## src/pkg/uirm_pkg.sv

```systemverilog
// Package: register map, field positions, states and timing of the infrared UART
package uirm_pkg;
  // Register indices on the plain register port
  localparam logic [2:0] ADR_MODE = 3'h0;
  localparam logic [2:0] ADR_DIV = 3'h1;
  localparam logic [2:0] ADR_TXD = 3'h2;
  localparam logic [2:0] ADR_RXB = 3'h3;
  localparam logic [2:0] ADR_IRQ_STAT = 3'h4;
  localparam logic [2:0] ADR_IRQ_MASK = 3'h5;
  localparam logic [2:0] ADR_PORT = 3'h6;
  // serial_mode_control fields
  localparam int MODE_TXE = 7;
  localparam int MODE_RXE = 6;
  localparam int MODE_IR = 0;
  // bit_rate_divider_control fields
  localparam int DIV_TPS_LSB = 4;
  localparam int DIV_MDL_LSB = 0;
  localparam logic [7:0] DIV_IR_VALUE = 8'h10;
  // Port control fields
  localparam int PORT_W = 4;
  localparam int PORT_RX_DIR = 0;
  localparam int PORT_TX_DIR = 1;
  localparam int PORT_TX_LAT = 2;
  localparam int PORT_RX_LAT = 3;
  // Interrupt status and mask fields
  localparam int IRQ_W = 3;
  localparam int IRQ_TX_DONE = 0;
  localparam int IRQ_RX_DONE = 1;
  localparam int IRQ_RX_ERR = 2;
  // Reset values
  localparam logic [7:0] MODE_RST = 8'h00;
  localparam logic [7:0] DIV_RST = 8'h00;
  localparam logic [PORT_W-1:0] PORT_RST = 4'h3;
  localparam logic [IRQ_W-1:0] MASK_RST = 3'h0;
  localparam logic [7:0] RXB_RST = 8'hff;
  // Bit timing in sixteenth-bit ticks
  localparam logic [4:0] TICKS_BASE = 5'h10;
  localparam logic [4:0] IR_PULSE_TICKS = 5'h03;
  localparam logic [2:0] LAST_DATA_BIT = 3'h7;
  localparam logic [8:0] FRAME_SLOTS = 9'h00a;
  localparam logic [7:0] IR_PRESCALE_MASK = 8'h03;
  // Reference infrared operating point
  localparam int CLK_NS = 10;
  localparam int IR_REF_BAUD = 115200;
  localparam int IR_PULSE_NOM_NS = 1630;
  localparam int IR_PULSE_MIN_NS = 1410;
  localparam int IR_PULSE_MAX_NS = 2710;
  localparam int IR_PULSE_MIN_CYC = (IR_PULSE_MIN_NS + CLK_NS - 1) / CLK_NS;
  localparam int IR_PULSE_MAX_CYC = IR_PULSE_MAX_NS / CLK_NS;
  // Receive noise filter: samples a new level must hold
  localparam logic [1:0] NF_SAMPLES = 2'h2;

  typedef enum logic [3:0] {
    TX_IDLE = 4'h1,
    TX_START = 4'h2,
    TX_DATA = 4'h4,
    TX_STOP = 4'h8
  } uirm_tx_st_t;

  typedef enum logic [3:0] {
    RX_IDLE = 4'h1,
    RX_START = 4'h2,
    RX_DATA = 4'h4,
    RX_STOP = 4'h8
  } uirm_rx_st_t;

  typedef struct packed {
    logic [2:0] addr;
    logic [7:0] wdata;
    logic we;
    logic re;
  } uirm_bus_req_t;

  typedef struct packed {
    logic out;
    logic oe;
  } uirm_pin_drv_t;
endpackage

```

## src/rtl/uirm_top.sv

```systemverilog
// Infrared UART: registers, bit timing, transmitter, receiver and pin sharing
//
// Implementation choices: the plain strobed port and the placing of the registers.
`timescale 1ns/100ps
// Behaviour
// - Frame: start, eight data, stop bit
// - Pulse lasts three sixteenths of bit time; the code gives three ticks, which is 3/16 only with a 16-tick bit
// - Pulse rises at middle of bit slot
// - Received data delayed by half bit
// - Reference rate 115.2 kbps, nominal pulse 1.63us
// - Minimum pulse needs active digital noise filter
// - Unused pin stays a general port pin
// - Bit 7 enables transmit, write starts frame
// - Bit 6 enables receive, sampled by baud
// - Falling edge, half bit, low confirms start; the code starts on any low level seen in idle, not only on a falling edge
// - Transmit done raised after last stop bit
module uirm_top
  import uirm_pkg::*;
(
  input wire logic sys_clk,
  input wire logic rst,
  input uirm_bus_req_t bus_req,
  output logic [7:0] bus_rdata,
  input wire logic serial_receive_pin_in,
  output uirm_pin_drv_t serial_receive_pin_drv,
  input wire logic serial_transmit_pin_in,
  output uirm_pin_drv_t serial_transmit_pin_drv,
  output logic irq
);
  logic [7:0] mode_q;
  logic [7:0] div_q;
  logic [PORT_W-1:0] port_q;
  logic [IRQ_W-1:0] mask_q;
  logic [IRQ_W-1:0] stat_q;
  logic [7:0] rxb_q;
  logic [7:0] rdata_q;
  logic txe;
  logic rxe;
  logic ir;
  logic mode_wr;
  logic [2:0] tps;
  logic [4:0] bit_len;
  logic [4:0] last;
  logic [4:0] half;
  logic [7:0] pre_q;
  logic [7:0] pre_mask;
  logic tick;
  uirm_tx_st_t tx_st_q;
  logic [4:0] tx_tick_q;
  logic [2:0] tx_bit_q;
  logic [7:0] tx_sh_q;
  logic tx_go;
  logic tx_level;
  logic tx_done_ev;
  logic ir_pulse_c;
  uirm_pin_drv_t tx_drv_q;
  uirm_pin_drv_t rx_drv_q;
  logic txp_s1_q;
  logic txp_s2_q;
  logic rx_lvl;
  logic rx_prev_q;
  logic rx_rise_c;
  logic str_act_q;
  logic [4:0] str_cnt_q;
  logic rec_line;
  uirm_rx_st_t rx_st_q;
  logic [4:0] rx_tick_q;
  logic [2:0] rx_bit_q;
  logic [7:0] rx_sh_q;
  logic rx_end;
  logic rx_ok_ev;
  logic rx_err_ev;
  logic [IRQ_W-1:0] ev;
  logic [IRQ_W-1:0] clr;
  logic tx_lat;
  logic tx_dir;

  // Register writes
  always_ff @(posedge sys_clk) begin
    if (rst) begin
      mode_q <= MODE_RST;
      div_q <= DIV_RST;
      port_q <= PORT_RST;
      mask_q <= MASK_RST;
    end else if (bus_req.we) begin
      case (bus_req.addr)
        ADR_MODE: mode_q <= bus_req.wdata;
        ADR_DIV: div_q <= bus_req.wdata;
        ADR_PORT: port_q <= bus_req.wdata[PORT_W-1:0];
        ADR_IRQ_MASK: mask_q <= bus_req.wdata[IRQ_W-1:0];
        default: ;
      endcase
    end
  end

  // Mode decode
  assign txe = mode_q[MODE_TXE];
  assign rxe = mode_q[MODE_RXE];
  assign ir = mode_q[MODE_IR];
  assign mode_wr = bus_req.we && (bus_req.addr == ADR_MODE || bus_req.addr == ADR_DIV);
  assign tx_lat = port_q[PORT_TX_LAT];
  assign tx_dir = port_q[PORT_TX_DIR];

  // Bit timing: prescaled tick, sixteen plus modulus ticks per bit
  assign tps = div_q[DIV_TPS_LSB +: 3];
  assign bit_len = TICKS_BASE + {1'b0, div_q[DIV_MDL_LSB +: 4]};
  assign last = bit_len - 5'h01;
  assign half = bit_len >> 1;
  assign pre_mask = 8'((9'h002 << tps) - 9'h001);
  assign tick = (pre_q & pre_mask) == pre_mask;

  always_ff @(posedge sys_clk) begin
    if (rst) begin
      pre_q <= 8'h00;
    end else begin
      pre_q <= pre_q + 8'h01;
    end
  end

  // Transmitter
  assign tx_go = bus_req.we && bus_req.addr == ADR_TXD && txe && tx_st_q == TX_IDLE;

  always_ff @(posedge sys_clk) begin
    if (rst || !txe) begin
      tx_st_q <= TX_IDLE;
      tx_tick_q <= 5'h00;
      tx_bit_q <= 3'h0;
      tx_sh_q <= 8'hff;
    end else if (tx_go) begin
      tx_st_q <= TX_START;
      tx_tick_q <= 5'h00;
      tx_bit_q <= 3'h0;
      tx_sh_q <= bus_req.wdata;
    end else if (tick && tx_st_q != TX_IDLE) begin
      if (tx_tick_q == last) begin
        tx_tick_q <= 5'h00;
        case (tx_st_q)
          TX_START: tx_st_q <= TX_DATA;
          TX_DATA: begin
            tx_sh_q <= tx_sh_q >> 1;
            tx_bit_q <= tx_bit_q + 3'h1;
            if (tx_bit_q == LAST_DATA_BIT) begin
              tx_st_q <= TX_STOP;
            end
          end
          default: tx_st_q <= TX_IDLE;
        endcase
      end else begin
        tx_tick_q <= tx_tick_q + 5'h01;
      end
    end
  end

  always_comb begin
    case (tx_st_q)
      TX_START: tx_level = 1'b0;
      TX_DATA: tx_level = tx_sh_q[0];
      default: tx_level = 1'b1;
    endcase
  end

  assign tx_done_ev = txe && tick && tx_st_q == TX_STOP && tx_tick_q == last;

  // Short pulse from mid slot, zero bits only; three ticks assumes a 16-tick bit
  assign ir_pulse_c = txe && ir && !tx_level && tx_tick_q >= half
    && tx_tick_q < half + IR_PULSE_TICKS;

  // Transmit pin: serial output when enabled, else port pin
  always_ff @(posedge sys_clk) begin
    if (rst) begin
      tx_drv_q <= '{out: 1'b0, oe: 1'b0};
    end else if (txe) begin
      tx_drv_q.out <= ir ? ir_pulse_c : tx_level;
      tx_drv_q.oe <= 1'b1;
    end else begin
      tx_drv_q.out <= tx_lat;
      tx_drv_q.oe <= !tx_dir;
    end
  end

  // Receive pin drives only as a port output while reception is off
  always_ff @(posedge sys_clk) begin
    if (rst) begin
      rx_drv_q <= '{out: 1'b0, oe: 1'b0};
    end else begin
      rx_drv_q.out <= port_q[PORT_RX_LAT];
      rx_drv_q.oe <= !rxe && !port_q[PORT_RX_DIR];
    end
  end

  always_ff @(posedge sys_clk) begin
    if (rst) begin
      txp_s1_q <= 1'b0;
      txp_s2_q <= 1'b0;
    end else begin
      txp_s1_q <= serial_transmit_pin_in;
      txp_s2_q <= txp_s1_q;
    end
  end

  // Receive path
  uirm_rx_filter u_rx_filter (
    .sys_clk(sys_clk),
    .rst(rst),
    .pin_in(serial_receive_pin_in),
    .level(rx_lvl)
  );

  always_ff @(posedge sys_clk) begin
    if (rst) begin
      rx_prev_q <= 1'b1;
    end else begin
      rx_prev_q <= rx_lvl;
    end
  end

  assign rx_rise_c = rx_lvl && !rx_prev_q;

  // Each pulse becomes one bit time of low level starting at the pulse
  always_ff @(posedge sys_clk) begin
    if (rst || !ir) begin
      str_act_q <= 1'b0;
      str_cnt_q <= 5'h00;
    end else if (rx_rise_c) begin
      str_act_q <= 1'b1;
      str_cnt_q <= 5'h00;
    end else if (str_act_q && tick) begin
      if (str_cnt_q == last) begin
        str_act_q <= 1'b0;
        str_cnt_q <= 5'h00;
      end else begin
        str_cnt_q <= str_cnt_q + 5'h01;
      end
    end
  end

  assign rec_line = ir ? !str_act_q : rx_lvl;

  always_ff @(posedge sys_clk) begin
    if (rst || !rxe) begin
      rx_st_q <= RX_IDLE;
      rx_tick_q <= 5'h00;
      rx_bit_q <= 3'h0;
      rx_sh_q <= 8'h00;
    end else begin
      case (rx_st_q)
        RX_IDLE: begin
          if (!rec_line) begin
            rx_st_q <= RX_START;
            rx_tick_q <= 5'h00;
          end
        end
        RX_START: begin
          if (tick) begin
            if (rx_tick_q == half - 5'h01) begin
              rx_tick_q <= 5'h00;
              rx_bit_q <= 3'h0;
              rx_st_q <= rec_line ? RX_IDLE : RX_DATA;
            end else begin
              rx_tick_q <= rx_tick_q + 5'h01;
            end
          end
        end
        RX_DATA: begin
          if (tick) begin
            if (rx_tick_q == last) begin
              rx_tick_q <= 5'h00;
              rx_sh_q <= {rec_line, rx_sh_q[7:1]};
              rx_bit_q <= rx_bit_q + 3'h1;
              if (rx_bit_q == LAST_DATA_BIT) begin
                rx_st_q <= RX_STOP;
              end
            end else begin
              rx_tick_q <= rx_tick_q + 5'h01;
            end
          end
        end
        RX_STOP: begin
          if (tick) begin
            if (rx_tick_q == last) begin
              rx_tick_q <= 5'h00;
              rx_st_q <= RX_IDLE;
            end else begin
              rx_tick_q <= rx_tick_q + 5'h01;
            end
          end
        end
        default: rx_st_q <= RX_IDLE;
      endcase
    end
  end

  assign rx_end = rxe && tick && rx_st_q == RX_STOP && rx_tick_q == last;
  assign rx_ok_ev = rx_end && rec_line;
  assign rx_err_ev = rx_end && !rec_line;

  always_ff @(posedge sys_clk) begin
    if (rst) begin
      rxb_q <= RXB_RST;
    end else if (rx_end) begin
      rxb_q <= rx_sh_q;
    end
  end

  // Sticky events, write one to clear, a new event wins
  assign ev = {rx_err_ev, rx_ok_ev, tx_done_ev};
  assign clr = (bus_req.we && bus_req.addr == ADR_IRQ_STAT) ? bus_req.wdata[IRQ_W-1:0] : 3'h0;

  always_ff @(posedge sys_clk) begin
    if (rst) begin
      stat_q <= 3'h0;
    end else begin
      stat_q <= (stat_q & ~clr) | ev;
    end
  end

  assign irq = |(stat_q & mask_q);

  // Read data stand for one cycle after the strobe
  always_ff @(posedge sys_clk) begin
    if (rst || !bus_req.re) begin
      rdata_q <= 8'h00;
    end else begin
      case (bus_req.addr)
        ADR_MODE: rdata_q <= mode_q;
        ADR_DIV: rdata_q <= div_q;
        ADR_TXD: rdata_q <= {7'h00, tx_st_q != TX_IDLE};
        ADR_RXB: rdata_q <= rxb_q;
        ADR_IRQ_STAT: rdata_q <= {5'h00, stat_q};
        ADR_IRQ_MASK: rdata_q <= {5'h00, mask_q};
        ADR_PORT: rdata_q <= {2'h0, txp_s2_q, rx_lvl, port_q};
        default: rdata_q <= 8'h00;
      endcase
    end
  end

  assign bus_rdata = rdata_q;
  assign serial_transmit_pin_drv = tx_drv_q;
  assign serial_receive_pin_drv = rx_drv_q;

  // Checking helpers
  logic [8:0] fr_ticks_q;
  logic [8:0] frame_ticks;
  logic [4:0] pw_q;

  assign frame_ticks = {4'h0, bit_len} * FRAME_SLOTS;

  always_ff @(posedge sys_clk) begin
    if (rst || tx_go) begin
      fr_ticks_q <= 9'h000;
    end else if (tick && tx_st_q != TX_IDLE) begin
      fr_ticks_q <= fr_ticks_q + 9'h001;
    end
  end

  always_ff @(posedge sys_clk) begin
    if (rst || !ir_pulse_c) begin
      pw_q <= 5'h00;
    end else if (tick) begin
      pw_q <= pw_q + 5'h01;
    end
  end
endmodule // uirm_top

```

## src/rtl/uirm_rx_filter.sv

```systemverilog
// Receive pin synchroniser and digital noise filter
`timescale 1ns/100ps
module uirm_rx_filter
  import uirm_pkg::*;
(
  input wire logic sys_clk,
  input wire logic rst,
  input wire logic pin_in,
  output logic level
);
  logic s1_q;
  logic s2_q;
  logic level_q;
  logic [1:0] cnt_q;

  always_ff @(posedge sys_clk) begin
    if (rst) begin
      s1_q <= 1'b1;
      s2_q <= 1'b1;
    end else begin
      s1_q <= pin_in;
      s2_q <= s1_q;
    end
  end

  // New level taken only after it held for the filter length
  always_ff @(posedge sys_clk) begin
    if (rst) begin
      level_q <= 1'b1;
      cnt_q <= 2'h0;
    end else if (s2_q == level_q) begin
      cnt_q <= 2'h0;
    end else if (cnt_q == NF_SAMPLES - 2'h1) begin
      level_q <= s2_q;
      cnt_q <= 2'h0;
    end else begin
      cnt_q <= cnt_q + 2'h1;
    end
  end

  assign level = level_q;
endmodule // uirm_rx_filter

```

## config.mk

```make
export PLATFORM = sky130hd
export DESIGN_NAME = uirm_top
export DESIGN_NICKNAME = d
export VERILOG_FILES = /design/src/pkg/uirm_pkg.sv /design/src/rtl/uirm_top.sv /design/src/rtl/uirm_rx_filter.sv
export SDC_FILE = /design/constraint.sdc
export NUM_CORES = 1
export LEC_CHECK = 0
export ABC_AREA = 1
export BUFFER_PORTS_ARGS = -buffer_cell sky130_fd_sc_hd__buf_2
export CELL_PAD_IN_SITES_DETAIL_PLACEMENT = 1
export CELL_PAD_IN_SITES_GLOBAL_PLACEMENT = 2
export CORE_UTILIZATION = 37
export CTS_BUF_LIST = sky130_fd_sc_hd__clkbuf_8
export CTS_CLUSTER_DIAMETER = 80
export CTS_CLUSTER_SIZE = 30
export DETAILED_ROUTE_END_ITERATION = 16
export GPL_ROUTABILITY_DRIVEN = 0
export PLACE_DENSITY = 0.82
export RECOVER_POWER = 100
export SLEW_MARGIN = 20
export SYNTH_ARGS = -nofsm -noshare
export SYNTH_HDL_FRONTEND = slang
export SYNTH_HIERARCHICAL = 1
export SYNTH_SLANG_ARGS = --single-unit
```

## constraint.sdc

```tcl
create_clock -name sys_clk -period 2.82 [get_ports sys_clk]
set_input_delay 0.282 -clock sys_clk [delete_from_list [all_inputs] [get_ports sys_clk]]
set_output_delay 0.282 -clock sys_clk [all_outputs]
set_load 0.03 [all_outputs]
```

# Word-level counts from Yosys, hierarchy flattened
# Cells that the tools add are included.
# totals
in_bits	17
register_bits	108
elab_cells	188
out_inout_bits	13
# op_classes
eq_ne	35
muxes	41
n_bitwise	6
order_cmp	2
shift	1
reduce_logical	61
n_addsub	12
# op_table
op	count
one-hot mux 8 bit (7 select lines)	1
two-way mux 4 bit	9
two-way mux 5 bit	7
two-way mux 8 bit	4
== test 5 bit	4
logical AND 1 bit	20
two-way mux 3 bit	6
inequality test 2 bit, second input constant	9
one-hot mux 4 bit (4 select lines)	1
adder 5 x 1 -> 5 bit, second input constant	3
== test 3 bit, second input constant	5
one-hot mux 5 bit (3 select lines)	1
AND reduction 3 bit	5
AND reduction 2 bit	6
nonzero test 2 bit	6
logical NOT 1 bit	10
adder 8 x 1 -> 8 bit, second input constant	1
AND 8 bit	1
== test 4 x 1 -> 1 bit, second input constant	2
== test 4 x 2 -> 1 bit, second input constant	2
== test 4 x 3 -> 1 bit, second input constant	2
== test 4 bit, second input constant	2
== test 8 bit	1
two-way mux 2 bit	4
other kinds (33)	46

# Depth between registers and ports, before layout
# Gate-level depths: netlist of run 1.
# logic_depth
ltp_word	9
ltp_mapped	18
depth_no_buf	17

# Cells and area by module
# The synthesis of run 1 kept the hierarchy.
# by_module_without_submodules
mod	area_per_inst_um2	n_inst	cells_per_inst	seq_area_each_um2
uirm_top	5311.3	1	747	2062.0
uirm_rx_filter	177.7	1	19	100.1

# Worst setup path before layout of run 1
# No wires, ideal clock.
# synth_timing
path_type	register to register
start	register div_q[5]
end	register rxb_q[5]
path_buffers	1
required_ns	2.680
stages_incl_launch_ff	16
synth_period_minus_slack_ns	1.995
arrival_ns	1.856
setup_time_ns	0.140
slack_ns	0.825
cell_sequence	dfxtp_1 > inv_2 > nand3_1 > ha_1 > nand4_1 > nand2_1 > inv_1 > nand2_1 > nand2_4 > nor2_8 > nand2_4 > nor2_4 > inv_2 > buf_6 > nand2_1 > o211ai_2
# synth_via
elab_chain_len	7
# synth_rtl
element	line_no	text
start: declaration	uirm_top.sv:31	logic [7:0] div_q;
start signal: assignment	uirm_top.sv:88	ADR_DIV: div_q <= bus_req.wdata;
<< shifter 2 x 3 -> 8 bit *	uirm_top.sv:109	assign pre_mask = 8'((9'h002 << tps) - 9'h001);
subtractor 8 x 1 -> 8 bit *	uirm_top.sv:109	
AND 8 bit	uirm_top.sv:110	assign tick = (pre_q & pre_mask) == pre_mask;
== test 8 bit *	uirm_top.sv:110	
logical AND 1 bit * (3 in a row)	uirm_top.sv:293	assign rx_end = rxe && tick && rx_st_q == RX_STOP && rx_tick_q == last;
end signal: assignment	uirm_top.sv:301	rxb_q <= rx_sh_q;
end: declaration	uirm_top.sv:35	logic [7:0] rxb_q;
# Every way passes the cells marked *; elsewhere a longest branch is shown, timed or not.
# A chain may end at the register's enable or synchronous reset.

# Final worst setup path of run 1
# layout_timing
start	register div_q[6]
end	register tx_sh_q[4]
# layout_via
elab_chain_len	7
# layout_rtl
element	line_no	text
<< shifter 2 x 3 -> 8 bit *	uirm_top.sv:109	
subtractor 8 x 1 -> 8 bit *	uirm_top.sv:109	
AND 8 bit	uirm_top.sv:110	
== test 8 bit *	uirm_top.sv:110	
logical AND 1 bit *	--	
nonzero test 2 bit (no line) *	--	
AND reduction 3 bit (no line) *	--	
end signal: assignment	uirm_top.sv:133	tx_sh_q <= bus_req.wdata;
end signal: assignment	uirm_top.sv:140	tx_sh_q <= tx_sh_q >> 1;
end: declaration	uirm_top.sv:51	logic [7:0] tx_sh_q;
# Marked as above.

==> summary.md, run 1 <==
| Metric | Value |
|---|---|
| Fin crit share | `90.9%` |
| Pin count of the biggest net entering global routing | `28` |
| Setup WS post-layout | `258 ps` |
| Clock skew | `approximately 11 ps` |
| Initial Utilization | `around 38%` |
| Fin crit period | `between 2000 and 3000 ps` |
| Worst-case reg-to-reg path depth | `16` |
| Area contributors post-synth | `dfxtp_1, nand2_1, inv_1, nor2_1, ha_1` |
| Netlist cell types | `42` |
| Drt pass-1 iters | `4` |
| Cell area after synthesis | `0.00549 sq mm` |
| Post-synthesis sequential area ratio | `between 30% and 40%` |
| XOR/XNOR Fraction of Synth Area | `under 10%` |
| Final wirelength | `15100 microns` |
| Root buffer cell | `clkbuf_8` |
| Final instance area | `between 0.005 and 0.006 sq mm` |
| R2r startpoint | `div_q[6]$_SDFFE_PP0P_` |
| Placed Area | `between 0.005 and 0.006 sq mm` |
| Clock slew at reported path FFs | `about 100 ps` |
| Cts hold-fix bufs | `0` |
| Critical Path Start | `div_q[6]$_SDFFE_PP0P_` |
| Hold Startpoint | `serial_receive_pin_in` |
| Io pins | `30` |
| Core area | `approximately 0.014 sq mm` |
| WL/cell | `approximately 15 microns` |
| Clock Latency Late Sink | `between 300 and 400 ps` |
| Compound-gate portion of the synthesized area | `~15%` |
| Post-Syn Instances | `around 770` |
| Simple-gate share of the synthesized area | `roughly 30%` |
| Vias in the first global route | `a little under 5000` |
| Die Span X | `between 100 and 150 microns` |
| Layout Cells excl Fill | `between 900 and 1000` |
| Required @ worst endpoint | `3080 ps` |
| Vias per cell | `~5.0` |
| First-pass GRT wire length | `24500 microns` |
| Hold Violations, Final | `0` |
| Startpoint types | `register` |
| Kind of end point of the critical path | `register` |
| Fin nets | `834` |
| Fill cells | `~1900` |
| Post-CTS Setup Bufs | `0` |
| TNS Setup | `0 ps` |
| Status | `complete, no violations` |
| Vias | `slightly below 5000` |
| Synth top area share | `39.4%` |
| Final setup fails | `0` |
| Max Cap Viol | `0` |
| Die area | `between 0.015 and 0.02 sq mm` |
| Fmax | `0.390 GHz` |
| Die Span Y | `124 microns` |
| Reg2reg setup slack | `260 ps` |
| Port Buffers | `29` |
| P_leak | `roughly 0.0026 uW` |
| CTS tree | `done` |
| N_diodes | `0` |
| Unrepaired setup endpoints after global routing | `false` |
| VDD IR max | `between 0.3 and 0.4 mV` |
| Largest family of logic cells by synthesized area | `simple AND/OR/NAND/NOR gates` |
| Mapped Nets | `between 800 and 900` |
| Data arrival, critical path | `roughly 2800 ps` |
| Placed Cells | `between 900 and 1000` |
| Avg Inst Size Synth | `7.17 sq um` |
| TritonCTS buffer count | `9` |
| Main synth FF type | `dfxtp_1` |
| PwrDens | `481 mW/mm^2` |
| Area Growth Syn to Fin | `8.78%` |
| Peak fanout along the critical path | `8` |
| DPL Wire Length | `approximately 12000 microns` |
| Share of cells above drive strength 1 | `7.88%` |
| Initial DRC count | `220` |
| Mux share of post-synthesis cell area | `0%` |
| FFs w/ async S/R, synth | `0%` |
| Number of antenna violations at the first check in global routing | `0` |
| ANT nets after route | `0` |
| Adder-cell area share of the yosys netlist | `between 5 and 6%` |
| Total GRT Usage | `about a fifth` |
| Post-synth EDFFs | `0` |
| CP Capture Point | `tx_sh_q[4]$_SDFFE_PP1P_` |
| Pre-CTS setup slack | `~310 ps` |
| Row count | `44` |
| Top-count cell post-synth | `nand2_1` |
| #FFs+latches synth | `108` |
| Pin slew with the least headroom to its limit | `between 1000 and 1500 ps` |
| Drt drc | `0` |
| Overflow left after global routing | `0` |
| Worst hold margin | `~67 ps` |
| Final slew viol count | `0` |
| Area leader, netlist | `dfxtp_1` |
| Commonest cells in the netlist | `nand2_1, dfxtp_1, inv_1, nor2_1` |
| Slew margin rel. | `28.9%` |
| RR Endpoint | `tx_sh_q[4]$_SDFFE_PP1P_` |
| Clock Sink Count | `~110` |
| Setup Crit Path Kind | `register to register` |
| Hold Crit Class | `input pin to register` |
| Synth warn | `6` |
| CTS H-tree lvls | `3` |
| Max clock buf depth | `2` |
==> flip-flops by register name, indices dropped and copies added, names as in the netlist, 3 cells and up <==
signal / cells
stat_q: 3
rx_st_q: 4
port_q: 4
div_q: 8
pre_q: 8
mask_q: 3
tx_tick_q: 5
tx_st_q: 4
rx_tick_q: 5
rxb_q: 8
bus_rdata: 8
mode_q: 8
tx_bit_q: 3
rx_sh_q: 8
rx_bit_q: 3
tx_sh_q: 8
str_cnt_q: 5
==> placed cells by master, fill, tap and decap left out, drive strengths merged, types with 2 or more instances in the layout <==
cell type and n:
clkbuf 25, a221oi 3, xor2 14, nand3b 2
o22ai 8, inv 111, buf 16, nand3 49
or2 3, nand4 5, nor3 13, o21ai 59
a21oi 53, nand2 174, ha 22, clkinvlp 2
nor4 4, bufinv 2, xnor2 3, a31oi 2
dfxtp 108, a2111oi 3, o211ai 9, nor2 102
clkinv 2
==> logic make-up after synthesis <==
family	count (synthesis)
xor gates and xnor gates	17
adders and majority gates	22
and+or+nand+nor	354
DFF	108
buffers and inverters	124
AOI/OAI and AO/OA	141
==> worst min path at each step <==
| stage | cells past startpoint | endpoint | slack, ps |
|---|---|---|---|
| 2_1_floorplan | 1 | u_rx_filter/s1_q$_SDFF_PP1_ | 380 |
| 3_3_place_gp | 1 | u_rx_filter/s2_q$_SDFF_PP1_ | 380 |
| 3_5_place_dp | 1 | u_rx_filter/s2_q$_SDFF_PP1_ | 390 |
| 4_1_cts | 2 | u_rx_filter/s1_q$_SDFF_PP1_ | 40 |
| 5_1_grt | 2 | u_rx_filter/s1_q$_SDFF_PP1_ | 40 |
| 6_report | 2 | u_rx_filter/s1_q$_SDFF_PP1_ | 70 |
==> cell type report <==
| cell class | count | area, sq um | share of cell area (%) |
|---|---|---|---|
| inverters | 110 | 413 | 6.92 |
| clock buffers | 9 | 124 | 2.07 |
| flip-flops and latches | 108 | 2160 | 36.2 |
| clock inverters | 7 | 92.6 | 1.55 |
| repair buffers | 32 | 143 | 2.39 |
| well taps | 184 | 230 | 3.86 |
| multi-input cells | 534 | 2810 | 47.0 |
==> worst max-delay path: stages (launching register included) <==
cell and delay, ps:
dfxtp_1 530, inv_2 130, nand2_1 120, ha_1 300
nand4_1 130, nand2_1 80, inv_1 40, nand2_1 80
nand2_4 80, inv_1 70, nand2_2 100, nor2_2 260
nand2_4 120, nor2_8 150, nor2_4 80, nand2_1 100
nand3_1 60
==> where the power goes <==
| group | leakage (uW) | switching (uW) | total, uW | internal (uW) |
|---|---|---|---|---|
| registers | 0.000875 | 19.1 | 1570 | 1550 |
| clock network | 0.000107 | 550 | 1050 | 497 |
| logic | 0.00163 | 182 | 259 | 77.2 |
==> metal layers <==
metal  routed length, microns  vias up  track usage [%]
met3                      358        7             4.40
li1                         -     2526                -
met1                     7360     2303             27.0
met4                      115        0             4.29
met2                     7260       37             36.3
met5                        0        -                0
==> what timing repair did <==
item                                    in CTS  in global routing
endpoints found under the hold margin        0                  0
gates resized for setup                      0                  1
endpoints found under the setup margin       0                  1
==> metrics by stage <==
step	power, uW	util [%]
final	2870	41.2
after global routing	3010	41.2
after CTS	2940	41.6
after detailed placement	1870	40.1
after global placement	1860	40.1
after floorplan	1780	-
Power figures use the tool's default switching activity.
==> run 2, diff against run 1 <==
Settings changed: CORE_MARGIN set to 8.
==> run 2 against run 1 <==
Against the previous run: combinational power barely moved; via count rose by 2.2%; first-iteration DRC count fell by 1.4%; register-to-register slack improved by 20 ps.
==> summary.md, run 2 (synthesis gave the netlist of run 1 again) <==
| Metric | Value |
|---|---|
| Total GRT Usage | `~17%` |
| Share of cells above drive strength 1 | `around 7.5%` |
| Overflow left after global routing | `0` |
| Clock skew | `between 10 and 15 ps` |
| ANT nets after route | `0` |
| Setup Crit Path Kind | `register to register` |
| Max clock buf depth | `2` |
| Reg2reg setup slack | `280 ps` |
| PwrDens | `about 460 mW/mm^2` |
| WL/cell | `between 15 and 20 microns` |
| CTS H-tree lvls | `3` |
| Post-CTS Setup Bufs | `0` |
| Post-cts resize count | `0` |
| TritonCTS buffer count | `9` |
| Hold Violations, Final | `0` |
| Fin nets | `about 830` |
| Pin count of the biggest net entering global routing | `30` |
| Pre-CTS setup slack | `about 280 ps` |
| Vias per cell | `approximately 5.1` |
| Slew margin rel. | `between 20% and 30%` |
| First-pass GRT wire length | `25600 microns` |
| Fin crit share | `around 90%` |
| Setup WS post-layout | `276 ps` |
| Worst hold margin | `between 80 and 90 ps` |
| Final slew viol count | `0` |
| Data arrival, critical path | `between 2000 and 3000 ps` |
| Area Growth Syn to Fin | `7.86%` |
| Status | `complete, no violations` |
| Max Cap Viol | `0` |
| Number of antenna violations at the first check in global routing | `0` |
| Drt drc | `0` |
| P_leak | `0.00260 uW` |
| Port Buffers | `29` |
| Die Span X | `138 microns` |
| Final instance area | `~0.0059 sq mm` |
| Commonest non-fill, non-tap cell in the layout | `nand2_1` |
| Peak fanout along the critical path | `8` |
| Row count | `between 40 and 50` |
| Initial Utilization | `about 38%` |
| Clock Latency Late Sink | `between 300 and 400 ps` |
| Fmax | `0.393 GHz` |
| Startpoint types | `register` |
| Die Span Y | `~140 microns` |
| Vias | `between 4000 and 5000` |
| Initial DRC count | `approximately 220` |
| Kind of end point of the critical path | `register` |
| Die area | `0.0190 sq mm` |
| Vias in the first global route | `just over 5000` |
| Io pins | `30` |
| Unrepaired setup endpoints after global routing | `false` |
| DPL Wire Length | `around 12000 microns` |
| WHS Path Cells | `2` |
| Core area | `between 0.01 and 0.015 sq mm` |
| Final setup fails | `0` |
| Hold Crit Class | `input pin to register` |
| CTS tree | `done` |
| Drt pass-1 iters | `5` |
| N_diodes | `0` |
| RR Endpoint | `tx_sh_q[2]$_SDFFE_PP1P_` |
| Clock Sink Count | `roughly 110` |
| Hold Crit Endpoint | `u_rx_filter/s1_q$_SDFF_PP1_` |
| Root buffer cell | `clkbuf_8` |
| Final wirelength | `roughly 15000 microns` |
| R2r startpoint | `div_q[6]$_SDFFE_PP0P_` |
| Cts hold-fix bufs | `0` |
| Fin crit period | `about 2500 ps` |
| Pin slew with the least headroom to its limit | `roughly 1200 ps` |
| Hold Startpoint | `serial_receive_pin_in` |
| Most frequent cells in the layout | `nand2_1, dfxtp_1, inv_1` |
| Clock slew at reported path FFs | `about 100 ps` |
| Required @ worst endpoint | `~3100 ps` |
| VDD IR max | `about 0.23 mV` |
| Placed Area | `~0.0058 sq mm` |
| TNS Setup | `0 ps` |
| Worst-case reg-to-reg path depth | `15` |
[run 2: worst max-delay path by stage]
stage / from / end / slack [ps] / depth (start not counted)
global placement: div_q[0]$_SDFFE_PP0P_ / tx_sh_q[6]$_SDFFE_PP1P_ / 390 / 12
finish: div_q[6]$_SDFFE_PP0P_ / tx_sh_q[2]$_SDFFE_PP1P_ / 280 / 15
CTS: div_q[0]$_SDFFE_PP0P_ / rx_sh_q[1]$_SDFFE_PP0P_ / 260 / 15
global route: div_q[6]$_SDFFE_PP0P_ / rx_st_q[1]$_SDFFE_PP0P_ / 60 / 16
detailed placement: div_q[0]$_SDFFE_PP0P_ / rx_sh_q[1]$_SDFFE_PP0P_ / 280 / 15
floorplan: div_q[5]$_SDFFE_PP0P_ / rxb_q[5]$_SDFFE_PP1N_ / 820 / 15
[run 2: routing by layer]
| metal | GRT usage [%] | part of all wire, % |
|---|---|---|
| met5 | 0 | 0 |
| met1 | 23.1 | 50 |
| met4 | 4.48 | 0.97 |
| met2 | 28.1 | 47 |
| met3 | 1.97 | 2.2 |
[run 2: cell type report]
| class | instances | area [sq um] |
|---|---|---|
| clock buffers | 10 | 138 |
| clock inverters | 5 | 37.5 |
| fillers | 1893 | 8610 |
| inverters | 110 | 413 |
| multi-input cells | 534 | 2790 |
| flip-flops and latches | 108 | 2160 |
| well taps | 184 | 230 |
| repair buffers | 32 | 146 |
[run 2: power by group]
part           switching (uW)  internal (uW)  leakage [uW]
registers                19.4           1550      0.000875
clock network             550            348     0.0000958
logic                     182           76.9       0.00163
[run 2: per-stage QoR]
stage	instances	total power (uW)	util, %
finish	983	2730	40.7
global route	983	2880	40.7
CTS	983	2780	41.2
detailed placement	968	1870	40.0
global placement	968	1860	40.0
floorplan	766	1780	-
[run 2: worst max-delay path: stages (launching register included)]
cell,delay (ps)
dfxtp_1,540
inv_2,120
nand2_1,110
ha_1,290
nand4_1,150
nand2_1,90
inv_1,40
nand2_1,90
nand2_4,80
nor2_8,210
nand2_1,170
nor2_2,160
nand2_1,140
nand2_2,150
nand2_1,70
nand3_1,80
==> run 3, diff against run 2 <==
Settings changed: BUFFER_PORTS_ARGS -buffer_cell sky130_fd_sc_hd__buf_2 to not set, CORE_UTILIZATION 37 to 38, DONT_BUFFER_PORTS set to 1, PLACE_DENSITY 0.82 to 0.81.
==> run 3 against run 2 <==
Against the previous run: sequential cell count is the same; final cell count shrank 2.5%; worst hold slack lost 48 ps; utilization grew 0.076 points; die area shrank 2.3%; count of clock-buffer cells in the layout grew 1; critical path depth grew 1; setup slack gained 0.52 ps; critical path type unchanged; highest routed layer unchanged.
==> summary.md, run 3 (synthesis gave the netlist of run 1 again) <==
| Metric | Value |
|---|---|
| Status | `complete, no violations` |
| Critical Path Start | `div_q[6]$_SDFFE_PP0P_` |
| Fin crit period | `around 2500 ps` |
| P_leak | `approximately 0.0025 uW` |
| Pin count of the biggest net entering global routing | `27` |
| Vias in the first global route | `around 5000` |
| Setup Crit Path Kind | `register to register` |
| Clock slew at reported path FFs | `between 100 and 150 ps` |
| TNS Setup | `0 ps` |
| Drt pass-1 iters | `4` |
| Tot Pwr | `2770 uW` |
| Core area | `0.0143 sq mm` |
| Post-cts resize count | `0` |
| Port Buffers | `0` |
| Clock Sink Count | `approximately 110` |
| CTS tree | `done` |
| Vias per cell | `a little over 5` |
| Unrepaired setup endpoints after global routing | `false` |
| CTS H-tree lvls | `3` |
| Final wirelength | `between 15000 and 20000 microns` |
| Pin slew with the least headroom to its limit | `between 1000 and 1500 ps` |
| Final slew viol count | `0` |
| Cell-by-cell trace of the critical path | `inv_2, nand2_1, ha_1, nand4_1, nand2_1, inv_1, nand2_1, nand2_4, inv_2, nand2_2, nor2_4, nand2_1, nor2_8, nor2_4, nand2_1, nand3_1` |
| Commonest non-fill, non-tap cell in the layout | `nand2_1` |
| Drt drc | `0` |
| Net Sw Power | `approximately 760 uW` |
| Register share of total power | `between 50% and 60%` |
| Data arrival, critical path | `roughly 2800 ps` |
| Critical path's slowest cell | `dfxtp_1` |
| N_diodes | `0` |
| Fin nets | `around 810` |
| VDD IR max | `between 0.2 and 0.25 mV` |
| Critical path's most frequent cell | `nand2_1` |
| Internal power | `2000 uW` |
| Clock skew | `14.8 ps` |
| Required @ worst endpoint | `between 3000 and 4000 ps` |
| TritonCTS buffer count | `9` |
| WHS Path Cells | `2` |
| Hold Crit Endpoint | `tx_sh_q[7]$_SDFFE_PP1P_` |
| Clk pwr share | `between 30 and 40%` |
| Overflow left after global routing | `0` |
| Share of cells above drive strength 1 | `under 10%` |
| Max Cap Viol | `0` |
| Fmax | `around 0.4 GHz` |
| Die Span Y | `~140 microns` |
| Hold Startpoint | `bus_req[9]` |
| Most frequent cells in the layout | `nand2_1, dfxtp_1, inv_1` |
| Row count | `44` |
| Die area | `between 0.015 and 0.02 sq mm` |
| Sw frac | `27.5%` |
| Hold Violations, Final | `0` |
| First-pass GRT wire length | `between 20000 and 30000 microns` |
| ANT nets after route | `0` |
| DPL Wire Length | `11900 microns` |
| Fin crit share | `around nine tenths` |
| Initial Utilization | `around two fifths` |
| Logic pwr share | `8.4%` |
| Hold Crit Class | `input pin to register` |
| Kind of end point of the critical path | `register` |
| Root buffer cell | `clkbuf_8` |
| Number of antenna violations at the first check in global routing | `0` |
| Die Span X | `about 140 microns` |
| Slew margin rel. | `approximately 30%` |
| Area Growth Syn to Fin | `6.43%` |
| Clock Latency Late Sink | `around 390 ps` |
| Max clock buf depth | `2` |
| WL/cell | `around 16 microns` |
| Total GRT Usage | `roughly 17%` |
| Final setup fails | `0` |
| Startpoint types | `register` |
| Vias | `between 4000 and 5000` |
| Io pins | `30` |
| Peak fanout along the critical path | `8` |
| PwrDens | `approximately 470 mW/mm^2` |
| Reg2reg setup slack | `between 200 and 300 ps` |
| RR Endpoint | `tx_sh_q[0]$_SDFFE_PP1P_` |
| Initial DRC count | `around 200` |
| R2r startpoint | `div_q[6]$_SDFFE_PP0P_` |
| Worst path max stage delay | `between 500 and 600 ps` |
| Worst-case reg-to-reg path depth | `16` |
run 3: changes by cell type in the layout (fill, tap and decap cells not counted), sizes merged:
cell / before / now
clkbuf: 25 / 12
dlygate4sd3: 0 / 4
clkinv: 2 / 1
buf: 17 / 2
run 3: area by class of cell:
class                           count  area [sq um]
Multi-Input combinational cell    534          2790
Fill cell                        1867          8470
Timing Repair Buffer                7          58.8
Sequential cell                   108          2160
Clock buffer                       11           151
Inverter                          110           413
Tap cell                          184           230
Clock inverter                      4          40.0
run 3: through the flow:
step                util (%)  cells  instance area (sq um)  hold WS [ps]  worst slack (ps)
global route            40.8    958                   5840          43.2              38.5
detailed placement      39.7    939                   5680           354               332
global placement        39.7    939                   5680           353               468
CTS                     41.3    958                   5910          13.9               278
floorplan                  -    766                   5490           379               825
finish                  40.8    958                   5840          32.1               276
run 3: critical path: cells and delay by family, from the launching register on:
kind,cells,cell delay (ps)
DFF,1,520
buffers and inverters,3,220
adders and majority gates,1,290
and+or+nand+nor,12,1400
run 3: worst max-delay path by stage:
stage | to | slack (ps) | depth (start not counted)
final | tx_sh_q[0]$_SDFFE_PP1P_ | 280 | 16
after global routing | tx_sh_q[5]$_SDFFE_PP1P_ | 40 | 16
after CTS | tx_sh_q[3]$_SDFFE_PP1P_ | 280 | 15
after detailed placement | tx_sh_q[3]$_SDFFE_PP1P_ | 330 | 15
after global placement | tx_sh_q[1]$_SDFFE_PP1P_ | 470 | 15
after floorplan | rxb_q[5]$_SDFFE_PP1N_ | 820 | 15
run 3: power by group through the flow:
stage	sequential, uW	clock, uW	combinational [uW]
floorplan	1610	0	176
global placement	1610	0	224
detailed placement	1610	0	232
CTS	1580	994	241
global route	1580	1050	264
finish	1580	956	232
run 3: what timing repair did:
item | CTS | global route
hold buffers | 4 | 0
setup buffers | 0 | 0
endpoints found under the hold margin | 16 | 0
run 3: metal layers:
metal  up-vias  GRT usage (%)  routed length [microns]
met5         -              0                        0
met4         0           5.86                      228
met3        18           3.40                      631
met2        59           28.6                     7130
met1      2351           21.8                     7340
li1       2472              -                        -
